`src/rtl/fault_handler_defines.vh`:
```
/*
 Constants for the motor driver fault handler: fault type codes,
 clearable and current-cut masks and blink timing.
 Assumes inclusion by bare name from the handler module.
*/
`ifndef FAULT_HANDLER_DEFINES_VH
`define FAULT_HANDLER_DEFINES_VH

// fault kinds, index into the fault input vector
`define FK_OVERHEAT 4'h0
`define FK_OVERLOAD 4'h1
`define FK_OVERSPEED 4'h2
`define FK_PULSE_ERR 4'h3
`define FK_REGEN_HOT 4'h4
`define FK_OVERVOLT 4'h5
`define FK_MAINS_ERR 4'h6
`define FK_UNDERVOLT 4'h7
`define FK_OVF_ON 4'h8
`define FK_OVF_OFF 4'h9
`define FK_OVERCURR 4'hA
`define FK_DRIVE_ERR 4'hB
`define FK_BAD_DATA 4'hC
`define FK_GEAR_ERR 4'hD
`define FK_SENSOR_RUN 4'hE
`define FK_SENSOR_INIT 4'hF
`define FK_ROTOR_INIT 5'h10
`define FK_COMBO_ERR 5'h11
`define FK_STORE_ERR 5'h12
`define FAULT_COUNT 19

// kinds that a clear request may release (1 = clearable)
`define FAULT_CLEARABLE_MASK 19'h0330F
// kinds that cut motor current
`define FAULT_CUT_MASK 19'h7EFFF

// blink timing
`define BLINK_ON_MS 200
`define BLINK_OFF_MS 200
`define BLINK_GAP_MS 1200
`define CLOCK_HZ 100000000
`define RESET_CODE 3'h0

`endif

```
`src/rtl/fault_handler.v`:
```
/*
 Fault handler of a pulse-input stepping motor driver: latches
 protective faults, drops the fault-ok output, stops or de-energises
 the motor, drives a 3-bit fault code on shared outputs and blinks
 an indicator with a per-group count.
 Assumes fault inputs and the tool clear command come from logic on
 i_clock; the clear pin comes from outside and is synchronised here.
 Power-on reset is i_rst_n.
*/
//
// Behaviour
// [RULE_01] any fault: fault-ok off, motor stops unless the only fault is bad-data
// [RULE_02] bad-data fault keeps current, motor runs
// [RULE_03] code enable reroutes three outputs to code
// [RULE_04] indicator blinks group count, overvoltage three
// [RULE_05] clear pin acts on ON-to-OFF edge
// [RULE_06] tool clear command acts like pin
// [RULE_07] some faults ignore every clear request
// [RULE_08] power-on reset clears all faults
// [RULE_09] current-cutting faults drop current, brake holds
// [RULE_10] fault stays latched until permitted clear
`timescale 1ns/1ps
`include "fault_handler_defines.vh"

module fault_handler #(
  parameter N = `FAULT_COUNT,
  parameter BLINK_ON_CYCLES = (`BLINK_ON_MS * (`CLOCK_HZ / 1000)),
  parameter BLINK_OFF_CYCLES = (`BLINK_OFF_MS * (`CLOCK_HZ / 1000)),
  parameter BLINK_GAP_CYCLES = (`BLINK_GAP_MS * (`CLOCK_HZ / 1000))
) (
  input wire i_clock,
  input wire i_rst_n,
  input wire [N-1:0] i_fault_detect,
  input wire i_fault_clear_input,
  input wire i_tool_clear,
  input wire i_fault_code_output_enable,
  input wire i_ready,
  input wire i_torque_limit,
  input wire i_timing_pulse,
  input wire i_run_request,
  output reg o_fault_ok_output,
  output reg o_motor_run,
  output reg o_motor_current,
  output reg o_brake_release,
  output reg o_ready_output,
  output reg o_torque_limit_output,
  output reg o_timing_pulse_output,
  output reg o_alarm_led,
  output reg o_fault_active
);

  localparam [N-1:0] CLEARABLE = `FAULT_CLEARABLE_MASK;
  localparam [N-1:0] CUTTING = `FAULT_CUT_MASK;
  localparam S_GAP = 2'h0;
  localparam S_ON = 2'h1;
  localparam S_OFF = 2'h2;

  reg clr_meta;
  reg clr_sync;
  reg clr_prev;
  reg [N-1:0] latched;
  reg [2:0] code;
  reg [3:0] blinks;
  reg [1:0] state;
  reg [3:0] blink_left;
  reg [31:0] timer;
  reg [2:0] next_code;
  reg [3:0] next_blinks;
  integer k;

  wire clear_pin_fall = clr_prev & ~clr_sync;
  wire clear_req = clear_pin_fall | i_tool_clear;
  wire any_fault = |latched;
  wire any_cut = |(latched & CUTTING);

  // two stages before the clear pin is looked at
  always @(posedge i_clock or negedge i_rst_n) begin
    if (!i_rst_n) begin
      clr_meta <= 1'b0;
      clr_sync <= 1'b0;
      clr_prev <= 1'b0;
    end else begin
      clr_meta <= i_fault_clear_input;
      clr_sync <= clr_meta;
      clr_prev <= clr_sync;
    end
  end

  // fault latch; a new detect wins over a clear in the same cycle
  // [RULE_10] sticky fault latch
  // [RULE_05] falling edge clears
  // [RULE_06] tool clear too
  // [RULE_07] non-clearable kinds kept
  // [RULE_08] reset clears all
  always @(posedge i_clock or negedge i_rst_n) begin
    if (!i_rst_n) begin
      latched <= {N{1'b0}};
    end else if (clear_req) begin
      latched <= (latched & ~CLEARABLE) | i_fault_detect;
    end else begin
      latched <= latched | i_fault_detect;
    end
  end

  // code and blink group of the lowest latched fault kind
  always @* begin
    next_code = `RESET_CODE;
    next_blinks = 4'h0;
    for (k = N - 1; k >= 0; k = k - 1) begin
      if (latched[k]) begin
        case (k)
          0, 1, 2, 3, 4: begin
            next_code = 3'h2;
            next_blinks = 4'h2;
          end
          5, 6, 7: begin
            next_code = 3'h3;
            next_blinks = 4'h3;
          end
          8, 9, 10: begin
            next_code = 3'h4;
            next_blinks = 4'h4;
          end
          11: begin
            next_code = 3'h5;
            next_blinks = 4'h5;
          end
          12, 13: begin
            next_code = 3'h7;
            next_blinks = 4'h7;
          end
          14, 15, 16, 17: begin
            next_code = 3'h0;
            next_blinks = 4'h8;
          end
          default: begin
            next_code = 3'h1;
            next_blinks = 4'h9;
          end
        endcase
      end
    end
  end

  // [RULE_01] outputs on fault
  // [RULE_02] bad data keeps running
  // [RULE_09] cut current, brake holds
  // [RULE_03] code on shared outputs
  always @(posedge i_clock or negedge i_rst_n) begin
    if (!i_rst_n) begin
      code <= `RESET_CODE;
      blinks <= 4'h0;
      o_fault_ok_output <= 1'b0;
      o_motor_run <= 1'b0;
      o_motor_current <= 1'b0;
      o_brake_release <= 1'b0;
      o_ready_output <= 1'b0;
      o_torque_limit_output <= 1'b0;
      o_timing_pulse_output <= 1'b0;
      o_fault_active <= 1'b0;
    end else begin
      code <= next_code;
      blinks <= next_blinks;
      o_fault_active <= any_fault;
      o_fault_ok_output <= ~any_fault;
      // only a lone bad-data fault lets motion continue
      o_motor_run <= i_run_request & ~any_cut &
        (~any_fault | (latched == (CUTTING ^ {N{1'b1}})));
      o_motor_current <= ~any_cut;
      o_brake_release <= ~any_cut;
      if (i_fault_code_output_enable && any_fault) begin
        o_ready_output <= next_code[0];
        o_torque_limit_output <= next_code[1];
        o_timing_pulse_output <= next_code[2];
      end else begin
        o_ready_output <= i_ready;
        o_torque_limit_output <= i_torque_limit;
        o_timing_pulse_output <= i_timing_pulse;
      end
    end
  end

  // [RULE_04] blink count group
  // a new fault only takes effect at the next group gap
  always @(posedge i_clock or negedge i_rst_n) begin
    if (!i_rst_n) begin
      state <= S_GAP;
      blink_left <= 4'h0;
      timer <= 32'h0;
      o_alarm_led <= 1'b0;
    end else if (!any_fault) begin
      state <= S_GAP;
      blink_left <= 4'h0;
      timer <= 32'h0;
      o_alarm_led <= 1'b0;
    end else begin
      case (state)
        S_GAP: begin
          o_alarm_led <= 1'b0;
          if (timer >= BLINK_GAP_CYCLES - 1) begin
            timer <= 32'h0;
            blink_left <= blinks;
            state <= S_ON;
            o_alarm_led <= 1'b1;
          end else begin
            timer <= timer + 32'h1;
          end
        end
        S_ON: begin
          if (timer >= BLINK_ON_CYCLES - 1) begin
            timer <= 32'h0;
            o_alarm_led <= 1'b0;
            blink_left <= blink_left - 4'h1;
            state <= S_OFF;
          end else begin
            timer <= timer + 32'h1;
          end
        end
        default: begin
          if (timer >= BLINK_OFF_CYCLES - 1) begin
            timer <= 32'h0;
            if (blink_left == 4'h0) begin
              state <= S_GAP;
            end else begin
              state <= S_ON;
              o_alarm_led <= 1'b1;
            end
          end else begin
            timer <= timer + 32'h1;
          end
        end
      endcase
    end
  end

endmodule

```
`config.mk`:
```
export PLATFORM = sky130hd
export DESIGN_NAME = fault_handler
export DESIGN_NICKNAME = d
export VERILOG_FILES = /design/src/rtl/fault_handler.v
export VERILOG_INCLUDE_DIRS = /design/src /design/src/rtl
export SDC_FILE = /design/constraint.sdc
export NUM_CORES = 1
export LEC_CHECK = 0
export ABC_AREA = 1
export BUFFER_PORTS_ARGS = -buffer_cell sky130_fd_sc_hd__buf_2
export CORE_ASPECT_RATIO = 0.9
export CORE_MARGIN = 8
export CORE_UTILIZATION = 31
export DETAILED_ROUTE_END_ITERATION = 8
export HOLD_SLACK_MARGIN = 0.12
export PLACE_DENSITY = 0.57
export SLEW_MARGIN = 20
export SYNTH_ARGS = -nofsm -noshare
export SYNTH_HDL_FRONTEND = slang
export SYNTH_SLANG_ARGS = --single-unit
```
`constraint.sdc`:
```
create_clock -name i_clock -period 1.75 [get_ports i_clock]
set_input_delay 0.175 -clock i_clock [delete_from_list [all_inputs] [get_ports i_clock]]
set_output_delay 0.175 -clock i_clock [all_outputs]
set_load 0.01 [all_outputs]
```
==> flow_summary_export.csv, run 1 <==
group,metric,value,unit
outcome,status,"finished, final reports clean",
yosys,yosysSeqAreaShare,47.54,%
timing,fin_tns_setup,0,ns
grt,antenna_found_initial,0,
routing,routed_wl,7957,um
setup_path,worstPathMaxFanout,8,
setup_path,slowest_stage,"dfrtp_1",
timing,fin_crit,1.691,ns
grt,grtUsageMet3,2.525,%
place,place.port_buffers,36,
grt,grt_pass1_vias,2793,
setup_path,start_kind,"register",
timing,rsz0062_at_grt,"yes",
routing,drtAntennaViolNets,0,
setup_path,cp_slowest_stage_delay,0.40,ns
timing,max_clock_freq,591.4,MHz
setup_path,worst-path-buf-inv,3,
routing,num_vias,2863,
grt,busiest_layer,"met2",
grt,grtUsageMet2,15.53,%
power,p_per_area,858.1,nW/um^2
yosys,syn_area_per_cell,9.154,um^2
layout,nFillCells,1171,
setup_path,worstSetupPathType,"register to register",
yosys,synth_cells,414,
power,p_int,3.161,mW
routing,drt-vias-per-instance,4.248,
die,dieHeight,120.9,um
timing,worst_slew_pin_slew,0.5626,ns
routing,drtPass1Iterations,4,
power,power.share.clock,41.6,%
routing,first_iter_violations,91,
clock_tree,clock_latency,0.33,ns
setup_path,crit_arrival,1.90,ns
hold_path,worst_hold_path_type,"input port to register",
die,die_area,16020,um^2
layout,drive_gt1_share,30.74,%
die,fp.dieW,132.6,um
power,leakage,2.189,nW
clock_tree,clkTransAtPathRegs,0.06,ns
timing,relSlewSlack,62.42,%
power,p_sw_share,26.17,%
power,power_frac_comb,15.8,%
timing,finClkSkew,0.008505,ns
timing,whs,0.3204,ns
power,ir_drop,0.3698,mV
clock_tree,cts_buffers,9,
power,power.switching,1.120,mW
clock_tree,cts_tree,"done",
grt,met1_usage,13.58,%
place,dp_hpwl,5680,um
grt,grt_max_degree,54,
clock_tree,htree_levels,3,
grt,grt.total_usage,10.30,%
job,cap_violations,0,
timing,finalCritPeriodShare,96.62,%
place,dp_slack,-0.01463,ns
die,ioPinCount,37,
die,num_rows,38,
timing,finalSetupViolations,0,
setup_path,worstReg2RegStart,"timer[0]",
setup_path,end_kind,"register",
yosys,synth-seq-cells,72,
routing,wire_per_inst,11.81,um
setup_path,crit_chain,"ha_4 > nand2_2 > nor2_4 > nand2_2 > clkinv_2 > nand3_2 > nand2_4 > nand2_4 > nand3_4 > nand2_4 > clkinv_8 > clkbuf_16 > nor2_4",
timing,hold_violations,0,
die,core_area,11980,um^2
layout,nNetsFinal,541,
yosys,synth_area,3790,um^2
place,gp_congestion,0.8141,
timing,layout_setup_ws,0.05912,ns
clock_tree,cts_buffer_depth,2,
setup_path,crit_family,"simple AND/OR/NAND/NOR gates",
die,start_util,31.63,%
setup_path,worstPathRequired,1.96,ns
routing,post-route-drc-count,0,
setup_path,critPathLaunch,"timer[0]",
grt,grt.overflow.total,0,
layout,n_antenna_cell,0,
timing,drv_slew,0,
yosys,yosysTopAreaCellShare,47.54,%
layout,area_delta_synth_final,31.66,%
hold_path,hold_path.startpoint,"i_tool_clear",
setup_path,crit_top_cell,"nand2_4",
clock_tree,cts-root-buf,"clkbuf_16",
yosys,ys_warn_count,0,
yosys,ys_top_cells_by_area,"dfrtp_1 (48%), nand2_1 (7.7%), nor2_4 (7.7%)",
yosys,synth.distinct_cells,41,
layout,fin_util,41.65,%
clock_tree,clkSinkCount,72,
power,seqPwrFrac,42.6,%
yosys,yosys.area.top_type,"dfrtp_1",
grt,grt_pass1_wl,13340,um
[layer usage]
layer | share of wire [%] | wire length (um) | vias to the layer above
met3 | 3.2 | 252 | 17
met2 | 45 | 3596 | 43
met1 | 49 | 3924 | 1323
met4 | 2.3 | 184 | 0
li1 | - | - | 1480
met5 | 0 | 0 | -
[cells in the mapped netlist, drive strengths merged]
master and number:
nor4 2, clkinv 1, mux2 1, o22ai 1, nor3b 2, a31o 1
or2 11, o21ai 7, o21bai 9, nand4 8, nor2 78, buf 4
nand3 26, ha 3, nor3 11, nand3b 3, and3 1, a22o 1
conb 1, xor2 16, nand2 89, a21oi 6, xnor2 3, inv 57
dfrtp 72
[tightest hold or removal path: cells and delay by family]
kind,cells,cell delay (ns)
compound gates,2,0.36
buf+inv,1,0.07
[cell families after synthesis]
logic type	synth area share, %
compound gates	4.424
xor+xnor	4.391
fa+ha+maj	0.9905
buf+inv	7.428
flops	47.54
mux	0.2971
other cells	0.09895
simple gates	34.83
[cells in the final DEF, fill, tap and decap left out, types with 9 or more instances in the layout]
master | synthesis | layout
buf_2 | 0 | 36
buf_4 | 2 | 18
clkbuf_16 | 0 | 10
dfrtp_1 | 72 | 70
dlygate4sd3_1 | 0 | 26
inv_1 | 54 | 53
nand2_1 | 78 | 77
nand2_2 | 9 | 9
nand3_1 | 20 | 19
nor2_1 | 50 | 42
nor2_4 | 26 | 28
o21bai_1 | 9 | 9
or2_2 | 11 | 11
xor2_1 | 16 | 16
[repair_timing]
action | in CTS | in global routing
hold buffers | 26 | 0
buffers inserted | 0 | 6
endpoints found under the setup margin | 25 | 33
pin swaps | 0 | 5
hold endpoints to repair | 43 | 0
cloned | 0 | 1
gates resized for setup | 2 | 21
[stage by stage]
step	total power [mW]	std cells	cell area, um^2
after floorplan	2.288	418	3805
after global placement	2.462	626	4288
after detailed placement	2.475	626	4288
after CTS	4.331	667	4843
after global routing	4.528	674	4990
final	4.282	674	4990
[flip-flops by register name, indices dropped and copies added (netlist names)]
signal                 cells
timer                     32
o_brake_release            1
o_motor_run                1
clr_prev                   1
o_ready_output             1
o_timing_pulse_output      1
clr_sync                   1
o_fault_active             1
state                      2
blink_left                 4
blinks                     4
o_torque_limit_output      1
latched                   19
o_alarm_led                1
clr_meta                   1
o_fault_ok_output          1
[power groups by stage]
| stage | clock network, mW | registers [mW] | logic, mW |
|---|---|---|---|
| final | 1.78 | 1.83 | 0.675 |
| after global routing | 1.92 | 1.84 | 0.776 |
| after CTS | 1.83 | 1.82 | 0.676 |
| after detailed placement | 0 | 1.85 | 0.623 |
| after global placement | 0 | 1.86 | 0.607 |
| after floorplan | 0 | 1.84 | 0.444 |
[final timing paths]
| path | end | slack, ns | cells after the start |
|---|---|---|---|
| hold reg to reg | clr_sync | 0.35 | 0 |
| max in group asynchronous | o_alarm_led | 0.76 | 3 |
| hold / removal | latched[0] | 0.32 | 3 |
| setup / recovery | timer[3] | 0.06 | 13 |
| setup reg to reg | timer[3] | 0.06 | 13 |
| min in group asynchronous | timer[3] | 0.35 | 2 |
[cell type report]
cell class                      instances  area (um^2)  area share [%]
Inverter                               58        231.5           4.639
Timing Repair Buffer                   85        671.9           13.47
Tap cell                              160        200.2           4.012
Sequential cell                        72         1804           36.16
Multi-Input combinational cell        284         1794           35.96
Clock inverter                          5        58.81           1.179
Clock buffer                           10        229.0           4.589
Power figures use the tool's default switching activity.
==> run 2, diff against run 1 <==
--- a/config.mk
+++ b/config.mk
@@ -6,7 +6,6 @@
 export SDC_FILE = /design/constraint.sdc
 export NUM_CORES = 1
 export LEC_CHECK = 0
-export ABC_AREA = 1
 export BUFFER_PORTS_ARGS = -buffer_cell sky130_fd_sc_hd__buf_2
 export CORE_ASPECT_RATIO = 0.9
 export CORE_MARGIN = 8
==> run 2 against run 1 <==
Compared with the run above: the run now ends with negative setup slack left; critical path type unchanged; non-clock buffer count rose by 54; clock power rose by 21%; sequential power barely moved; register-to-register slack got worse by 0.68 ns; count of clock-buffer cells in the layout fell by 1; first-iteration DRC count rose by 8.8%; synthesized area fell by 12%; design area rose by 3.6%; combinational power rose by 27%; via count fell by 6.1%; setup slack got worse by 0.68 ns; worst hold slack got worse by 0.18 ns.
==> flow_summary_export.csv, run 2 <==
group,metric,value,unit
layout,layout_commonest_cell,"dfrtp_1",
die,core_area,10680,um^2
timing,max_clock_freq,421.8,MHz
die,start_util,31.40,%
clock_tree,htree_levels,3,
layout,final_cell_mix,"dfrtp_1 (72), buf_4 (69), buf_2 (35)",
yosys,syn_area_per_cell,11.60,um^2
clock_tree,cts_buffers,9,
place,place.port_buffers,36,
routing,num_vias,2689,
setup_path,ff2ff_setup_slack,-0.62,ns
grt,grt_pass1_vias,2855,
layout,top_register,"timer",
layout,nNetsFinal,469,
layout,nFillCells,961,
yosys,yosysMostFrequentCell,"dfrtp_1",
grt,grt.total_usage,12.26,%
layout,drive_gt1_share,46.05,%
yosys,synth_ff_type,"dfrtp_1",
die,ioPinCount,37,
yosys,synth-seq-cells,72,
routing,wl_met3,412,um
yosys,synth_cells,289,
clock_tree,cts-root-buf,"clkbuf_16",
die,dieHeight,114.7,um
routing,post-route-drc-count,0,
layout,n_antenna_cell,0,
clock_tree,cts_tree,"done",
timing,fin_tns_setup,-19.96,ns
hold_path,whs_path_depth,2,
setup_path,worstReg2RegStart,"timer[29]",
power,p_per_area,942.0,nW/um^2
setup_path,start_kind,"register",
setup_path,end_kind,"register",
yosys,yosysTopAreaCellShare,53.75,%
clock_tree,clock_latency,0.34,ns
timing,finClkSkew,0.005141,ns
timing,whs,0.1437,ns
timing,hold_violations,0,
yosys,yosys.area.top_type,"dfrtp_1",
yosys,synth-edff-count,0,
timing,fin_crit,2.371,ns
place,gp_congestion,0.8036,
yosys,synthArstFlopShare,100.0,%
yosys,synth.distinct_cells,57,
setup_path,worstPathMaxFanout,3,
hold_path,hold_path.startpoint,"i_fault_code_output_enable",
outcome,violations,"negative setup slack",
timing,relSlewSlack,60.70,%
timing,layout_setup_ws,-0.6209,ns
routing,routed_wl,8247,um
yosys,synthTopCellsByCount,"dfrtp_1 (72), nor2_1 (21), nand2_1 (19)",
place,dp_cells,524,
hold_path,worst_hold_path_type,"input port to register",
grt,antenna_found_initial,0,
routing,first_iter_violations,99,
routing,top_layer_used,"met4",
hold_path,worstHoldEndpoint,"o_timing_pulse_output",
timing,finalCritPeriodShare,135.5,%
setup_path,r2r_cells,8,
grt,grt_pass1_wl,14070,um
power,ir_drop,0.5635,mV
clock_tree,clkTransAtPathRegs,0.06,ns
place,dp_hpwl,5346,um
routing,drt-met1-wl,3885,um
routing,drtPass1Iterations,4,
routing,wire_per_inst,14.32,um
grt,grt_max_degree,45,
yosys,ys_top_cells_by_area,"dfrtp_1 (54%), nor2_4 (6.0%), xor2_1 (3.4%)",
setup_path,worstPathRequired,1.97,ns
yosys,ys_warn_count,0,
layout,stdcell_count,576,
timing,finalSetupViolations,36,
routing,wl_met2,3836,um
setup_path,worstSetupPathType,"register to register",
setup_path,r2r-end,"blink_left[0]",
timing,worst_slew_pin_slew,0.5814,ns
clock_tree,clkSinkCount,72,
die,die_area,14400,um^2
layout,reg.largest.list,"timer x32, latched x19",
setup_path,crit_arrival,2.59,ns
power,p_total,4.869,mW
routing,drt-vias-per-instance,4.668,
yosys,synth_area,3352,um^2
job,cap_violations,0,
grt,grt.overflow.total,0,
layout,largest_reg_flops,32,
die,fp.dieW,125.6,um
layout,area_delta_synth_final,54.20,%
outcome,status,"finished, violations left",
timing,drv_slew,0,
power,leakage,2.257,nW
die,num_rows,36,
timing,rsz0062_at_grt,"yes",
clock_tree,cts_buffer_depth,2,
yosys,yosysSeqAreaShare,53.75,%
routing,drtAntennaViolNets,0,
## run 2: cell type report
type                            count  area [um^2]  share of cell area [%]
Inverter                            8        30.03                  0.5810
Sequential cell                    72         1802                   34.86
Clock buffer                        9        225.2                   4.357
Timing Repair Buffer              139         1120                   21.67
Multi-Input combinational cell    208         1699                   32.87
Clock inverter                      7        126.4                   2.445
Tap cell                          133        166.4                   3.220
## run 2: power breakdown
part	switching (mW)	leakage [nW]	total, mW	internal (mW)
clock	0.753	0.169	2.16	1.41
sequential	0.0818	0.877	1.85	1.77
combinational	0.421	1.21	0.857	0.436
total	1.26	2.26	4.87	3.61
## run 2: logic make-up after synthesis
| group | after synthesis | share of synthesized area, % |
|---|---|---|
| simple gates | 131 | 24.60 |
| flops | 72 | 53.75 |
| compound gates | 45 | 11.20 |
| xor+xnor | 22 | 5.749 |
| buf+inv | 13 | 2.800 |
| fa+ha+maj | 3 | 1.120 |
| mux | 2 | 0.6718 |
| other cells | 1 | 0.1119 |
## run 2: worst max-delay path by stage
stage	from	end	depth (start not counted)
global placement	timer[29]	timer[15]	7
global route	timer[29]	blink_left[0]	8
CTS	timer[29]	blink_left[2]	7
finish	timer[29]	blink_left[0]	8
detailed placement	timer[29]	timer[7]	7
floorplan	timer[29]	timer[26]	8
## run 2: routing by layer
metal  vias to the layer above  track usage (%)
li1                       1306                -
met1                      1312            15.08
met2                        60            19.50
met3                        11            4.190
met4                         0            4.619
met5                         -                0
## run 2: worst max-delay path, stage by stage, from the launching register on
cell,delay [ns]
dfrtp_1,0.36
or4_4,0.53
or4_4,0.44
a311oi_4,0.26
buf_4,0.20
buf_6,0.12
or2_4,0.13
a2bb2oi_2,0.13
o32ai_2,0.08
## run 2: timing repair
| action | 4_1_cts | 5_1_grt |
|---|---|---|
| pin swaps | 18 | 14 |
| gates cloned | 2 | 1 |
| endpoints found under the hold margin | 52 | 0 |
| buffers inserted | 7 | 3 |
| hold buffers | 25 | 0 |
| setup endpoints to repair | 37 | 38 |
| resized for setup | 31 | 15 |
## run 2: through the flow
stage,setup slack [ns],area (um^2),util (%)
after floorplan,-0.5283,3411,-
after global placement,-0.5897,4225,39.58
after detailed placement,-0.6420,4225,39.58
after CTS,-0.6208,5070,47.49
after global routing,-0.6703,5169,48.42
final,-0.6209,5169,48.42
